--- config.mk ---
export PLATFORM = sky130hd
export DESIGN_NAME = dpp_top
export DESIGN_NICKNAME = d
export VERILOG_FILES = /design/src/dpp_pkg.sv /design/src/dpp_sync.sv /design/src/dpp_top.sv
export SDC_FILE = /design/constraint.sdc
export NUM_CORES = 1
export LEC_CHECK = 0
export BUFFER_PORTS_ARGS = -buffer_cell sky130_fd_sc_hd__clkbuf_2
export CAP_MARGIN = 0
export CORE_UTILIZATION = 35
export CTS_BUF_LIST = sky130_fd_sc_hd__clkbuf_4
export CTS_CLUSTER_DIAMETER = 200
export DETAILED_ROUTE_END_ITERATION = 16
export HOLD_SLACK_MARGIN = 0.05
export RECOVER_POWER = 100
export SLEW_MARGIN = 20
export SYNTH_ARGS = -nofsm -noshare
export SYNTH_HDL_FRONTEND = slang
export SYNTH_SLANG_ARGS = --single-unit
export TNS_END_PERCENT = 50
--- constraint.sdc ---
create_clock -name I_CORE_CLK -period 1.9 [get_ports I_CORE_CLK]
set_clock_uncertainty 0.05 [all_clocks]
set_input_delay 0.19 -clock I_CORE_CLK [delete_from_list [all_inputs] [get_ports I_CORE_CLK]]
set_output_delay 0.19 -clock I_CORE_CLK [all_outputs]
set_load 0.01 [all_outputs]
--- src/dpp_pkg.sv ---
package dpp_pkg;
  localparam int PORT_W = 8;
  localparam int ADDR_W = 4;
  // ----------------------------------------------------------------
  // register offsets
  // ----------------------------------------------------------------
  localparam logic [3:0] OFS_A_DATA = 4'h0;
  localparam logic [3:0] OFS_A_DIR = 4'h1;
  localparam logic [3:0] OFS_A_ANSEL = 4'h2;
  localparam logic [3:0] OFS_B_DATA = 4'h3;
  localparam logic [3:0] OFS_B_DIR = 4'h4;
  localparam logic [3:0] OFS_B_ANSEL = 4'h5;
  localparam logic [3:0] OFS_B_PULLUP = 4'h6;
  localparam logic [3:0] OFS_OPTION = 4'h7;
  localparam logic [3:0] OFS_ALT_PIN = 4'h8;
  localparam logic [3:0] OFS_ADC_CTRL = 4'h9;
  // ----------------------------------------------------------------
  // field positions and reset values
  // ----------------------------------------------------------------
  localparam int OPT_PULLUP_DIS_BIT = 7;
  localparam int ALT_SS_ROUTE_BIT = 1;
  localparam int ALT_CCP2_BIT = 0;
  localparam int A_T0CK_BIT = 4;
  localparam int A_SS_HI_BIT = 5;
  localparam int A_SS_LO_BIT = 0;
  localparam logic [7:0] RST_DIR = 8'hff;
  localparam logic [7:0] RST_ANSEL = 8'h3f;
  localparam logic [7:0] ANSEL_MASK = 8'h3f;
  localparam logic [7:0] RST_PULLUP = 8'hff;
  localparam logic [7:0] RST_OPTION = 8'hff;
  localparam logic [7:0] RST_ALT_PIN = 8'h00;
  localparam logic [7:0] ALT_MASK = 8'h03;
  localparam logic [7:0] RST_ADC_CTRL = 8'h00;
  localparam logic [7:0] ADC_MASK = 8'h3f;
  localparam logic [7:0] RST_LATCH = 8'h00;
  localparam int SYNC_STAGES = 2;
endpackage

--- src/dpp_sync.sv ---
`timescale 1ns/1ps
module dpp_sync #(
  parameter int WIDTH = 8
) (
  input wire logic i_clk,
  input wire logic i_resetn,
  input wire logic [WIDTH-1:0] i_async,
  output logic [WIDTH-1:0] o_sync
);
  // ----------------------------------------------------------------
  // two-flop synchroniser, first stage read only by second
  // ----------------------------------------------------------------
  if (WIDTH < 1) begin : g_bad_width
    $error("synchroniser width must be at least one");
  end
  logic [WIDTH-1:0] meta_reg;
  always_ff @(posedge i_clk or negedge i_resetn) begin
    if (!i_resetn) begin
      meta_reg <= '0;
      o_sync <= '0;
    end else begin
      meta_reg <= i_async;
      o_sync <= meta_reg;
    end
  end
endmodule

--- src/dpp_top.sv ---
// The register addresses and the plain strobed port were chosen for this implementation.
`timescale 1ns/1ps
// Function
// second-port direction one tristates pin, zero drives the latch
// second port is eight bits, one direction and data bit each
// data read returns pin levels, write goes to output latch
// port writes read pins, modify, store whole byte to latch
// direction bits drive outputs even on analog-selected pins
// software keeps direction set to input on analog pins
// analog-selected pin always reads zero digitally
// analog select never affects digital output driving
// each second-port pin has weak pull-up with own enable bit
// pull-up switched off when pin is an output
// after reset global pull-up disable bit turns all pull-ups off
// individual pull-ups act only while global disable is clear
// timer0 clock input samples first-port bit 4 always
// bit 4 as output drives pad and clocks timer0 at once
// slave-select input routes to first-port bit 5 or bit 0
// alternate-pin bit 1 zero picks bit 5, one picks bit 0
// first-port bit 4 serves as gpio, sensing or timer0 clock
// pin levels pass a two-flop synchroniser before read path
module dpp_top #(
  parameter int PORT_WIDTH = 8
) (
  input wire logic I_CORE_CLK,
  input wire logic I_RESETN,
  input wire logic [3:0] I_ADDR,
  input wire logic [7:0] I_WDATA,
  input wire logic I_WR,
  input wire logic I_RD,
  output logic [7:0] O_RDATA,
  input wire logic [7:0] I_PA_IN,
  output logic [7:0] O_PA_OUT,
  output logic [7:0] O_PA_OE,
  input wire logic [7:0] I_PB_IN,
  output logic [7:0] O_PB_OUT,
  output logic [7:0] O_PB_OE,
  output logic [7:0] O_PB_PULLUP,
  output logic [7:0] O_PA_ANALOG,
  output logic [7:0] O_PB_ANALOG,
  output logic O_TIMER0_EXT_CLOCK_IN,
  output logic O_SLAVE_SELECT_IN,
  output logic [7:0] O_OPTION,
  output logic [7:0] O_ADC_CTRL,
  output logic O_CCP2_ROUTE
);
  // the pad vectors are fixed at eight bits, so refuse any other width
  if (PORT_WIDTH != dpp_pkg::PORT_W) begin : g_bad_width
    $error("port width must be eight");
  end

  // ----------------------------------------------------------------
  // register state
  // ----------------------------------------------------------------
  logic [7:0] a_latch_reg;
  logic [7:0] a_dir_reg;
  logic [7:0] a_ansel_reg;
  logic [7:0] b_latch_reg;
  logic [7:0] b_dir_reg;
  logic [7:0] b_ansel_reg;
  logic [7:0] b_pullup_reg;
  logic [7:0] option_reg;
  logic [7:0] alt_pin_reg;
  logic [7:0] adc_ctrl_reg;
  logic [7:0] rdata_next;
  logic [7:0] pa_sync;
  logic [7:0] pb_sync;

  // ----------------------------------------------------------------
  // pin synchronisers
  // ----------------------------------------------------------------
  dpp_sync #(.WIDTH(8)) u_sync_a (
    .i_clk(I_CORE_CLK),
    .i_resetn(I_RESETN),
    .i_async(I_PA_IN),
    .o_sync(pa_sync)
  );
  dpp_sync #(.WIDTH(8)) u_sync_b (
    .i_clk(I_CORE_CLK),
    .i_resetn(I_RESETN),
    .i_async(I_PB_IN),
    .o_sync(pb_sync)
  );

  // ----------------------------------------------------------------
  // digital read path
  // ----------------------------------------------------------------
  function automatic logic [7:0] dig_read(input logic [7:0] pins,
                                          input logic [7:0] ansel);
    dig_read = pins & ~ansel;
  endfunction

  wire [7:0] a_read = dig_read(pa_sync, a_ansel_reg);
  wire [7:0] b_read = dig_read(pb_sync, b_ansel_reg);

  // the cpu presents a full byte, so the modify step replaces every bit;
  // analog pins read zero, which is why rmw on mixed ports surprises users
  wire [7:0] a_rmw = (a_read & 8'h00) | I_WDATA;
  wire [7:0] b_rmw = (b_read & 8'h00) | I_WDATA;

  // ----------------------------------------------------------------
  // address decode
  // ----------------------------------------------------------------
  wire wr_a_data = I_WR && (I_ADDR == dpp_pkg::OFS_A_DATA);
  wire wr_a_dir = I_WR && (I_ADDR == dpp_pkg::OFS_A_DIR);
  wire wr_a_ansel = I_WR && (I_ADDR == dpp_pkg::OFS_A_ANSEL);
  wire wr_b_data = I_WR && (I_ADDR == dpp_pkg::OFS_B_DATA);
  wire wr_b_dir = I_WR && (I_ADDR == dpp_pkg::OFS_B_DIR);
  wire wr_b_ansel = I_WR && (I_ADDR == dpp_pkg::OFS_B_ANSEL);
  wire wr_b_pullup = I_WR && (I_ADDR == dpp_pkg::OFS_B_PULLUP);
  wire wr_option = I_WR && (I_ADDR == dpp_pkg::OFS_OPTION);
  wire wr_alt = I_WR && (I_ADDR == dpp_pkg::OFS_ALT_PIN);
  wire wr_adc = I_WR && (I_ADDR == dpp_pkg::OFS_ADC_CTRL);

  always_comb begin
    rdata_next = 8'h00;
    case (I_ADDR)
      dpp_pkg::OFS_A_DATA: rdata_next = a_read;
      dpp_pkg::OFS_A_DIR: rdata_next = a_dir_reg;
      dpp_pkg::OFS_A_ANSEL: rdata_next = a_ansel_reg;
      dpp_pkg::OFS_B_DATA: rdata_next = b_read;
      dpp_pkg::OFS_B_DIR: rdata_next = b_dir_reg;
      dpp_pkg::OFS_B_ANSEL: rdata_next = b_ansel_reg;
      dpp_pkg::OFS_B_PULLUP: rdata_next = b_pullup_reg;
      dpp_pkg::OFS_OPTION: rdata_next = option_reg;
      dpp_pkg::OFS_ALT_PIN: rdata_next = alt_pin_reg;
      dpp_pkg::OFS_ADC_CTRL: rdata_next = adc_ctrl_reg;
      default: rdata_next = 8'h00;
    endcase
  end

  // ----------------------------------------------------------------
  // register writes
  // ----------------------------------------------------------------
  // reserved bits are masked on the way in so they always read zero
  wire [7:0] a_latch_next = wr_a_data ? a_rmw : a_latch_reg;
  wire [7:0] a_dir_next = wr_a_dir ? I_WDATA : a_dir_reg;
  wire [7:0] a_ansel_next = wr_a_ansel ?
    (I_WDATA & dpp_pkg::ANSEL_MASK) : a_ansel_reg;
  wire [7:0] b_latch_next = wr_b_data ? b_rmw : b_latch_reg;
  wire [7:0] b_dir_next = wr_b_dir ? I_WDATA : b_dir_reg;
  wire [7:0] b_ansel_next = wr_b_ansel ?
    (I_WDATA & dpp_pkg::ANSEL_MASK) : b_ansel_reg;
  wire [7:0] b_pullup_next = wr_b_pullup ? I_WDATA : b_pullup_reg;
  wire [7:0] option_next = wr_option ? I_WDATA : option_reg;
  wire [7:0] alt_pin_next = wr_alt ?
    (I_WDATA & dpp_pkg::ALT_MASK) : alt_pin_reg;
  wire [7:0] adc_ctrl_next = wr_adc ?
    (I_WDATA & dpp_pkg::ADC_MASK) : adc_ctrl_reg;

  always_ff @(posedge I_CORE_CLK or negedge I_RESETN) begin
    if (!I_RESETN) begin
      a_latch_reg <= dpp_pkg::RST_LATCH;
    end else begin
      a_latch_reg <= a_latch_next;
    end
  end

  always_ff @(posedge I_CORE_CLK or negedge I_RESETN) begin
    if (!I_RESETN) begin
      a_dir_reg <= dpp_pkg::RST_DIR;
    end else begin
      a_dir_reg <= a_dir_next;
    end
  end

  always_ff @(posedge I_CORE_CLK or negedge I_RESETN) begin
    if (!I_RESETN) begin
      a_ansel_reg <= dpp_pkg::RST_ANSEL;
    end else begin
      a_ansel_reg <= a_ansel_next;
    end
  end

  always_ff @(posedge I_CORE_CLK or negedge I_RESETN) begin
    if (!I_RESETN) begin
      b_latch_reg <= dpp_pkg::RST_LATCH;
    end else begin
      b_latch_reg <= b_latch_next;
    end
  end

  always_ff @(posedge I_CORE_CLK or negedge I_RESETN) begin
    if (!I_RESETN) begin
      b_dir_reg <= dpp_pkg::RST_DIR;
    end else begin
      b_dir_reg <= b_dir_next;
    end
  end

  always_ff @(posedge I_CORE_CLK or negedge I_RESETN) begin
    if (!I_RESETN) begin
      b_ansel_reg <= dpp_pkg::RST_ANSEL;
    end else begin
      b_ansel_reg <= b_ansel_next;
    end
  end

  always_ff @(posedge I_CORE_CLK or negedge I_RESETN) begin
    if (!I_RESETN) begin
      b_pullup_reg <= dpp_pkg::RST_PULLUP;
    end else begin
      b_pullup_reg <= b_pullup_next;
    end
  end

  always_ff @(posedge I_CORE_CLK or negedge I_RESETN) begin
    if (!I_RESETN) begin
      option_reg <= dpp_pkg::RST_OPTION;
    end else begin
      option_reg <= option_next;
    end
  end

  always_ff @(posedge I_CORE_CLK or negedge I_RESETN) begin
    if (!I_RESETN) begin
      alt_pin_reg <= dpp_pkg::RST_ALT_PIN;
    end else begin
      alt_pin_reg <= alt_pin_next;
    end
  end

  always_ff @(posedge I_CORE_CLK or negedge I_RESETN) begin
    if (!I_RESETN) begin
      adc_ctrl_reg <= dpp_pkg::RST_ADC_CTRL;
    end else begin
      adc_ctrl_reg <= adc_ctrl_next;
    end
  end

  // ----------------------------------------------------------------
  // pin drive, pull-ups and peripheral inputs
  // ----------------------------------------------------------------
  // drivers ignore analog select entirely; software is expected to keep
  // analog pins as inputs, the logic does not enforce it
  wire [7:0] pa_oe_next = ~a_dir_reg;
  wire [7:0] pb_oe_next = ~b_dir_reg;
  wire pullup_global_on = !option_reg[dpp_pkg::OPT_PULLUP_DIS_BIT];
  wire [7:0] pullup_next;
  // per pin: own enable, pin still an input, global gate open
  for (genvar p = 0; p < PORT_WIDTH; p++) begin : g_pullup
    assign pullup_next[p] = pullup_global_on && b_pullup_reg[p] &&
      b_dir_reg[p];
  end

  // timer0 taps the pad level whatever the direction, so an output latch
  // value clocks it too; this costs two cycles of synchroniser latency
  wire t0_next = pa_sync[dpp_pkg::A_T0CK_BIT];
  wire ss_next = alt_pin_reg[dpp_pkg::ALT_SS_ROUTE_BIT] ?
    pa_sync[dpp_pkg::A_SS_LO_BIT] :
    pa_sync[dpp_pkg::A_SS_HI_BIT];

  // read data stand in each cycle after one with I_RD high and are zero otherwise
  always_ff @(posedge I_CORE_CLK or negedge I_RESETN) begin
    if (!I_RESETN) begin
      O_RDATA <= 8'h00;
    end else begin
      O_RDATA <= I_RD ? rdata_next : 8'h00;
    end
  end

  always_ff @(posedge I_CORE_CLK or negedge I_RESETN) begin
    if (!I_RESETN) begin
      O_PA_OUT <= dpp_pkg::RST_LATCH;
    end else begin
      O_PA_OUT <= a_latch_reg;
    end
  end

  always_ff @(posedge I_CORE_CLK or negedge I_RESETN) begin
    if (!I_RESETN) begin
      O_PA_OE <= 8'h00;
    end else begin
      O_PA_OE <= pa_oe_next;
    end
  end

  always_ff @(posedge I_CORE_CLK or negedge I_RESETN) begin
    if (!I_RESETN) begin
      O_PB_OUT <= dpp_pkg::RST_LATCH;
    end else begin
      O_PB_OUT <= b_latch_reg;
    end
  end

  always_ff @(posedge I_CORE_CLK or negedge I_RESETN) begin
    if (!I_RESETN) begin
      O_PB_OE <= 8'h00;
    end else begin
      O_PB_OE <= pb_oe_next;
    end
  end

  always_ff @(posedge I_CORE_CLK or negedge I_RESETN) begin
    if (!I_RESETN) begin
      O_PB_PULLUP <= 8'h00;
    end else begin
      O_PB_PULLUP <= pullup_next;
    end
  end

  always_ff @(posedge I_CORE_CLK or negedge I_RESETN) begin
    if (!I_RESETN) begin
      O_PA_ANALOG <= dpp_pkg::RST_ANSEL;
    end else begin
      O_PA_ANALOG <= a_ansel_reg;
    end
  end

  always_ff @(posedge I_CORE_CLK or negedge I_RESETN) begin
    if (!I_RESETN) begin
      O_PB_ANALOG <= dpp_pkg::RST_ANSEL;
    end else begin
      O_PB_ANALOG <= b_ansel_reg;
    end
  end

  always_ff @(posedge I_CORE_CLK or negedge I_RESETN) begin
    if (!I_RESETN) begin
      O_TIMER0_EXT_CLOCK_IN <= 1'b0;
    end else begin
      O_TIMER0_EXT_CLOCK_IN <= t0_next;
    end
  end

  always_ff @(posedge I_CORE_CLK or negedge I_RESETN) begin
    if (!I_RESETN) begin
      O_SLAVE_SELECT_IN <= 1'b0;
    end else begin
      O_SLAVE_SELECT_IN <= ss_next;
    end
  end

  always_ff @(posedge I_CORE_CLK or negedge I_RESETN) begin
    if (!I_RESETN) begin
      O_OPTION <= dpp_pkg::RST_OPTION;
    end else begin
      O_OPTION <= option_reg;
    end
  end

  always_ff @(posedge I_CORE_CLK or negedge I_RESETN) begin
    if (!I_RESETN) begin
      O_ADC_CTRL <= dpp_pkg::RST_ADC_CTRL;
    end else begin
      O_ADC_CTRL <= adc_ctrl_reg;
    end
  end

  always_ff @(posedge I_CORE_CLK or negedge I_RESETN) begin
    if (!I_RESETN) begin
      O_CCP2_ROUTE <= 1'b0;
    end else begin
      O_CCP2_ROUTE <= alt_pin_reg[dpp_pkg::ALT_CCP2_BIT];
    end
  end
endmodule

==> results of run 1 <==
## power by group through the flow
| stage | Sequential (W) | Combinational [W] | Clock, W |
|---|---|---|---|
| after floorplan | 0.00521 | 0.000550 | 0 |
| after global placement | 0.00521 | 0.00127 | 0 |
| after detailed placement | 0.00522 | 0.00130 | 0 |
| after CTS | 0.00516 | 0.00136 | 0.00208 |
| after global routing | 0.00518 | 0.00137 | 0.00224 |
| final | 0.00508 | 0.00124 | 0.00199 |
## through the flow
stage | setup WS (ps) | cells
after floorplan | 494 | 421
after detailed placement | 134 | 743
after global routing | 83.8 | 806
after CTS | 210 | 805
final | 123 | 806
after global placement | 178 | 743
## per-layer routing
| metal | track usage | vias to the layer above | part of all wire |
|---|---|---|---|
| met5 | 0 | - | 0 |
| met4 | 0.0648 | 0 | 0.016 |
| met3 | 0.0378 | 16 | 0.046 |
| met2 | 0.267 | 119 | 0.48 |
| met1 | 0.232 | 1956 | 0.45 |
| li1 | - | 1734 | - |
## kinds of logic (layout without fill, tap and decap cells)
family / after synthesis / in the layout / synth area share
buffers and inverters: 45 / 204 / 0.0363
multiplexers: 83 / 83 / 0.145
AO/OA/AOI/OAI: 41 / 41 / 0.0451
other: 1 / 7 / 0.000591
AND/OR/NAND/NOR: 69 / 69 / 0.0631
flip-flops: 177 / 177 / 0.710
## area by class of cell
type,instances,area [um^2]
antenna,1,2.50
inverter,23,86.3
sequential,177,4510
fill,1630,9900
timing repair buffer,149,803
multi-input combinational,199,1620
clock inverter,15,141
clock buffer,17,128
tap,225,282
## synth_stat cells, types with 5 or more instances
library cell,count,area [um^2]
a21oi_1,11,55.1
buf_4,8,60.1
mux2_2,31,349
a31oi_1,8,50.1
buf_2,7,35.0
inv_1,21,78.8
dfrtp_1,113,2830
nor3_1,5,25.0
nand2_1,14,52.6
dfstp_2,64,1680
nor2_1,11,41.3
mux2i_1,13,130
mux2_1,39,439
o32ai_1,5,43.8
nor3b_1,5,37.5
or3_1,6,37.5
## repair_timing
action                                 in CTS  in global routing
hold buffers                               30                  0
setup endpoints to repair                   0                  0
endpoints found under the hold margin     213                  0
resized for setup                           0                  0
## worst max-delay path by stage
stage	from	to	slack, ps
6_report	I_ADDR[3]	b_ansel_reg[5]$_DFFE_PN1P_	120
4_1_cts	I_ADDR[3]	b_dir_reg[5]$_DFFE_PN1P_	210
3_3_place_gp	I_ADDR[3]	b_dir_reg[4]$_DFFE_PN1P_	180
5_1_grt	I_ADDR[1]	a_latch_reg[3]$_DFFE_PN0P_	80
2_1_floorplan	a_dir_reg[1]$_DFFE_PN1P_	O_RDATA[1]$_DFF_PN0_	490
3_5_place_dp	I_ADDR[3]	b_dir_reg[5]$_DFFE_PN1P_	130
## worst register-to-register path, delay by kind of cell (launching register included)
| kind | cells | cell delay, ps |
|---|---|---|
| AOI/OAI and AO/OA | 2 | 480 |
| buffers and inverters | 1 | 60 |
| and+or+nand+nor | 1 | 370 |
| DFF | 1 | 550 |
==> flow_metrics.tcl, run 1 <==
set metrics [dict create \
    reg2reg_to "O_RDATA[1]$_DFF_PN0_" \
    seqPwrFrac 0.611 \
    die_x_um 137 \
    io_pins 115 \
    final_cell_mix "dfrtp_1 (113), clkbuf_1 (84), mux2_1 (39), dfstp_1 (37), mux2_2 (31)" \
    tightest_slew_ps 917 \
    worst-setup-path-type "input port to register" \
    antenna_found_initial 1 \
    initial_utilization 0.363 \
    postCtsSetupBuffers 0 \
    hp-start "I_PB_IN[2]" \
    cts_buffers 17 \
    max_cap_viol_count 0 \
    worstPathMaxFanout 14 \
    postLayoutCoreUtil 0.433 \
    p_switching_w 0.00256 \
    grt_usage 0.171 \
    drt_iter0_drc 268 \
    crit_family "buffers and inverters" \
    drive_gt1_frac 0.231 \
    hold-worst-slack_ps 203 \
    power_frac_clock 0.240 \
    ys_warn_count 0 \
    drc 0 \
    rows 48 \
    clk_pin_slew_worst_paths_ps 160 \
    avgSynthCellArea_um2 15.3 \
    fin_area_mm2 0.00757 \
    ff2ff_path_depth 4 \
    synth_edf_count 0 \
    syn_inst 416 \
    clockBufferDepth 2 \
    grt_pass1_wl_um 23000 \
    synth_ff_type "dfrtp_1" \
    place_area_mm2 0.00716 \
    clock_sinks 177 \
    cp-end-kind "register" \
    rsz0062_at_grt "no" \
    p_comb_frac 0.149 \
    netlist_area_mm2 0.00635 \
    async_flop_share 1.00 \
    ys_seq_elements 177 \
    cp_cell_sequence "dlygate4sd3_1, clkbuf_2, nand3b_2, nor2_1, clkbuf_1, mux2_2" \
    first_pass_iters 4 \
    cp_data_arrival_time_ps 2230 \
    routed_wl_um 14400 \
    ir_worst_vdd_mv 0.531 \
    synth_seq_area_share 0.710 \
    hold-path-endpoint "u_sync_b.meta_reg[2]$_DFF_PN0_" \
    final_common_cell "dfrtp_1" \
    powerDensity_mw_per_mm2 1100 \
    die_area_mm2 0.0187 \
    area_growth_pct 19.3 \
    place_congestion 0.861 \
    htree_levels 4 \
    hold_class "input port to register" \
    clk_latency_ps 570 \
    hold_depth 2 \
    nNetsFinal 599 \
    postRouteAntennaNets 0 \
    grt_max_degree 63 \
    status "finished, final reports clean" \
    tns_ps 0 \
    post_drt_wl_per_cell_um 17.9 \
    dp_hpwl_um 10000 \
    grt_pass1_vias 4026 \
    fin_crit_sh 0.935 \
    chipHeight_um 137 \
    io_buffers 108 \
    drv_slew 0 \
    grt_overflow_total 0 \
    worstPathRequired_ps 2360 \
    power_w 0.00831 \
    placeableCoreArea_mm2 0.0175 \
    setup_viol 0 \
    fmax_ghz 0.563 \
    max_slew_margin 0.388 \
    cts-root-buf "clkbuf_4" \
    regToRegStartpoint "a_dir_reg[1]$_DFFE_PN1P_" \
    timing.reg2reg.setup_slack_ps 310 \
    vias 3825 \
    vias_per_cell 4.75 \
    worst-path-buf-inv 3 \
    p_int_w 0.00575 \
    tritoncts "built" \
    crit_cells 6 \
    p_sw_frac 0.308 \
    start_kind "input port" \
    min_period_ps 1780 \
    hold_viol 0 \
    power.leakage_nw 3.25 \
    yosysUniqueCellTypes 45 \
    slowest_delay_ps 560 \
    slowest_stage "dlygate4sd3_1" \
]
Note: power is estimated with default switching activity, not from simulation.
==> inputs of run 2 (changes only) <==
--- a/config.mk
+++ b/config.mk
@@ -8,7 +8,6 @@
 export BUFFER_PORTS_ARGS = -buffer_cell sky130_fd_sc_hd__clkbuf_2
 export CAP_MARGIN = 0
 export CORE_UTILIZATION = 35
-export CTS_BUF_LIST = sky130_fd_sc_hd__clkbuf_4
 export CTS_CLUSTER_DIAMETER = 200
 export DETAILED_ROUTE_END_ITERATION = 16
 export HOLD_SLACK_MARGIN = 0.05
==> run 2 against run 1 <==
  * Via count shrank 0.58%
  * Worst setup slack gained 100 ps
  * Hold slack lost 110 ps
  * Sequential power is essentially flat
  * Flip-flop and latch count is the same
  * Die area is the same
  * Critical path depth shrank 2
  * Fmax grew 6.1%
  * Clock power grew 66%
==> flow_metrics.tcl, run 2 (synthesis results as in run 1) <==
set metrics [dict create \
    clock_sinks 177 \
    dp_hpwl_um 10000 \
    placedCellCount 743 \
    p_switching_w 0.00272 \
    fmax_ghz 0.597 \
    clockBufferDepth 2 \
    setup_viol 0 \
    drive_gt1_frac 0.241 \
    final_cell_mix "dfrtp_1 (113), clkbuf_1 (81), mux2_1 (39), dfstp_1 (36), mux2_2 (31)" \
    vias 3803 \
    postLayoutCoreUtil 0.446 \
    power_frac_clock 0.344 \
    die_x_um 137 \
    start_kind "input port" \
    tritoncts "built" \
    ir_worst_vdd_mv 0.658 \
    postRouteAntennaNets 0 \
    cp-end-kind "register" \
    stdcell_count 794 \
    tns_ps 0 \
    nNetsFinal 588 \
    io_buffers 108 \
    io_pins 115 \
    fin_crit_sh 0.881 \
    antenna_found_initial 1 \
    grt_pass1_vias 3946 \
    worstPathRequired_ps 2200 \
    vias_per_cell 4.79 \
    clk_latency_ps 440 \
    placeableCoreArea_mm2 0.0175 \
    rows 48 \
    hold_viol 0 \
    drc 0 \
    max_slew_margin 0.257 \
    clk_pin_slew_worst_paths_ps 70 \
    p_int_w 0.00691 \
    drt_iter0_drc 230 \
    cp_data_arrival_time_ps 1980 \
    grt_pass1_wl_um 22700 \
    hold-worst-slack_ps 96.3 \
    min_period_ps 1670 \
    max_cap_viol_count 0 \
    powerDensity_mw_per_mm2 1230 \
    antennaDiodeCount 0 \
    cts-root-buf "clkbuf_16" \
    grt_overflow_total 0 \
    cts_buffers 17 \
    final_common_cell "dfrtp_1" \
    rsz0062_at_grt "no" \
    htree_levels 4 \
    p_sw_frac 0.282 \
    grt_usage 0.170 \
    post_drt_wl_per_cell_um 18.1 \
    worst-setup-path-type "input port to register" \
    routed_wl_um 14300 \
    seqPwrFrac 0.529 \
    place_congestion 0.861 \
    status "finished, final reports clean" \
    chipHeight_um 137 \
    area_growth_pct 22.7 \
    first_pass_iters 5 \
    tightest_slew_ps 1110 \
    hold_class "input port to register" \
    p_comb_frac 0.127 \
    grt_max_degree 63 \
    power_w 0.00962 \
    worstPathMaxFanout 17 \
    power.leakage_nw 3.35 \
    die_area_mm2 0.0187 \
    drv_slew 0 \
    initial_utilization 0.363 \
]
==> run 2: area by class of cell <==
type	instances	area [um^2]
Timing Repair Buffer	138	732
Multi-Input combinational cell	199	1620
Tap cell	225	282
Sequential cell	177	4510
Fill cell	1606	9680
Clock buffer	17	425
Inverter	23	86.3
Clock inverter	15	141
==> run 2: power by group through the flow <==
| stage | combinational [W] | sequential, W | clock [W] |
|---|---|---|---|
| final | 0.00122 | 0.00509 | 0.00331 |
| after floorplan | 0.000550 | 0.00521 | 0 |
| after CTS | 0.00134 | 0.00517 | 0.00340 |
| after detailed placement | 0.00130 | 0.00522 | 0 |
| after global placement | 0.00127 | 0.00521 | 0 |
| after global routing | 0.00136 | 0.00519 | 0.00356 |
==> run 2: final timing paths <==
path / to / slack (ps) / start / depth (start not counted)
max: b_pullup_reg[5]$_DFFE_PN1P_ / 230 / I_ADDR[2] / 4
min: b_ansel_reg[0]$_DFFE_PN1P_ / 100 / I_WDATA[0] / 3
max reg2reg: O_RDATA[1]$_DFF_PN0_ / 340 / a_dir_reg[1]$_DFFE_PN1P_ / 4
min reg2reg: u_sync_b.o_sync[5]$_DFF_PN0_ / 300 / u_sync_b.meta_reg[5]$_DFF_PN0_ / 0
max in group asynchronous: O_OPTION[0]$_DFF_PN1_ / 410 / I_RESETN / 3
min in group asynchronous: a_latch_reg[4]$_DFFE_PN0P_ / 460 / I_RESETN / 2
==> run 2: worst max-delay path, cell delays in order <==
cell	delay [ps]
clkbuf_1	550
nand3b_2	190
nor3_2	650
mux2_1	390
==> run 2: timing repair <==
action | 4_1_cts | 5_1_grt
hold endpoints to repair | 102 | 0
buffers inserted | 0 | 0
resized for setup | 0 | 0
hold buffers | 19 | 0
==> run 2: metal layers <==
layer,part of all wire,up-vias,track usage
met3,0.057,15,0.0496
met1,0.45,1948,0.228
met2,0.49,121,0.262
li1,-,1717,-
met5,0.00084,-,0
met4,0.0096,2,0.0574
==> run 2: stage by stage <==
step / cell area, um^2 / setup WS [ps]
CTS: 7920 / 316
finish: 7790 / 225
global route: 7790 / 121
floorplan: 6370 / 494
detailed placement: 7160 / 134
global placement: 7160 / 178
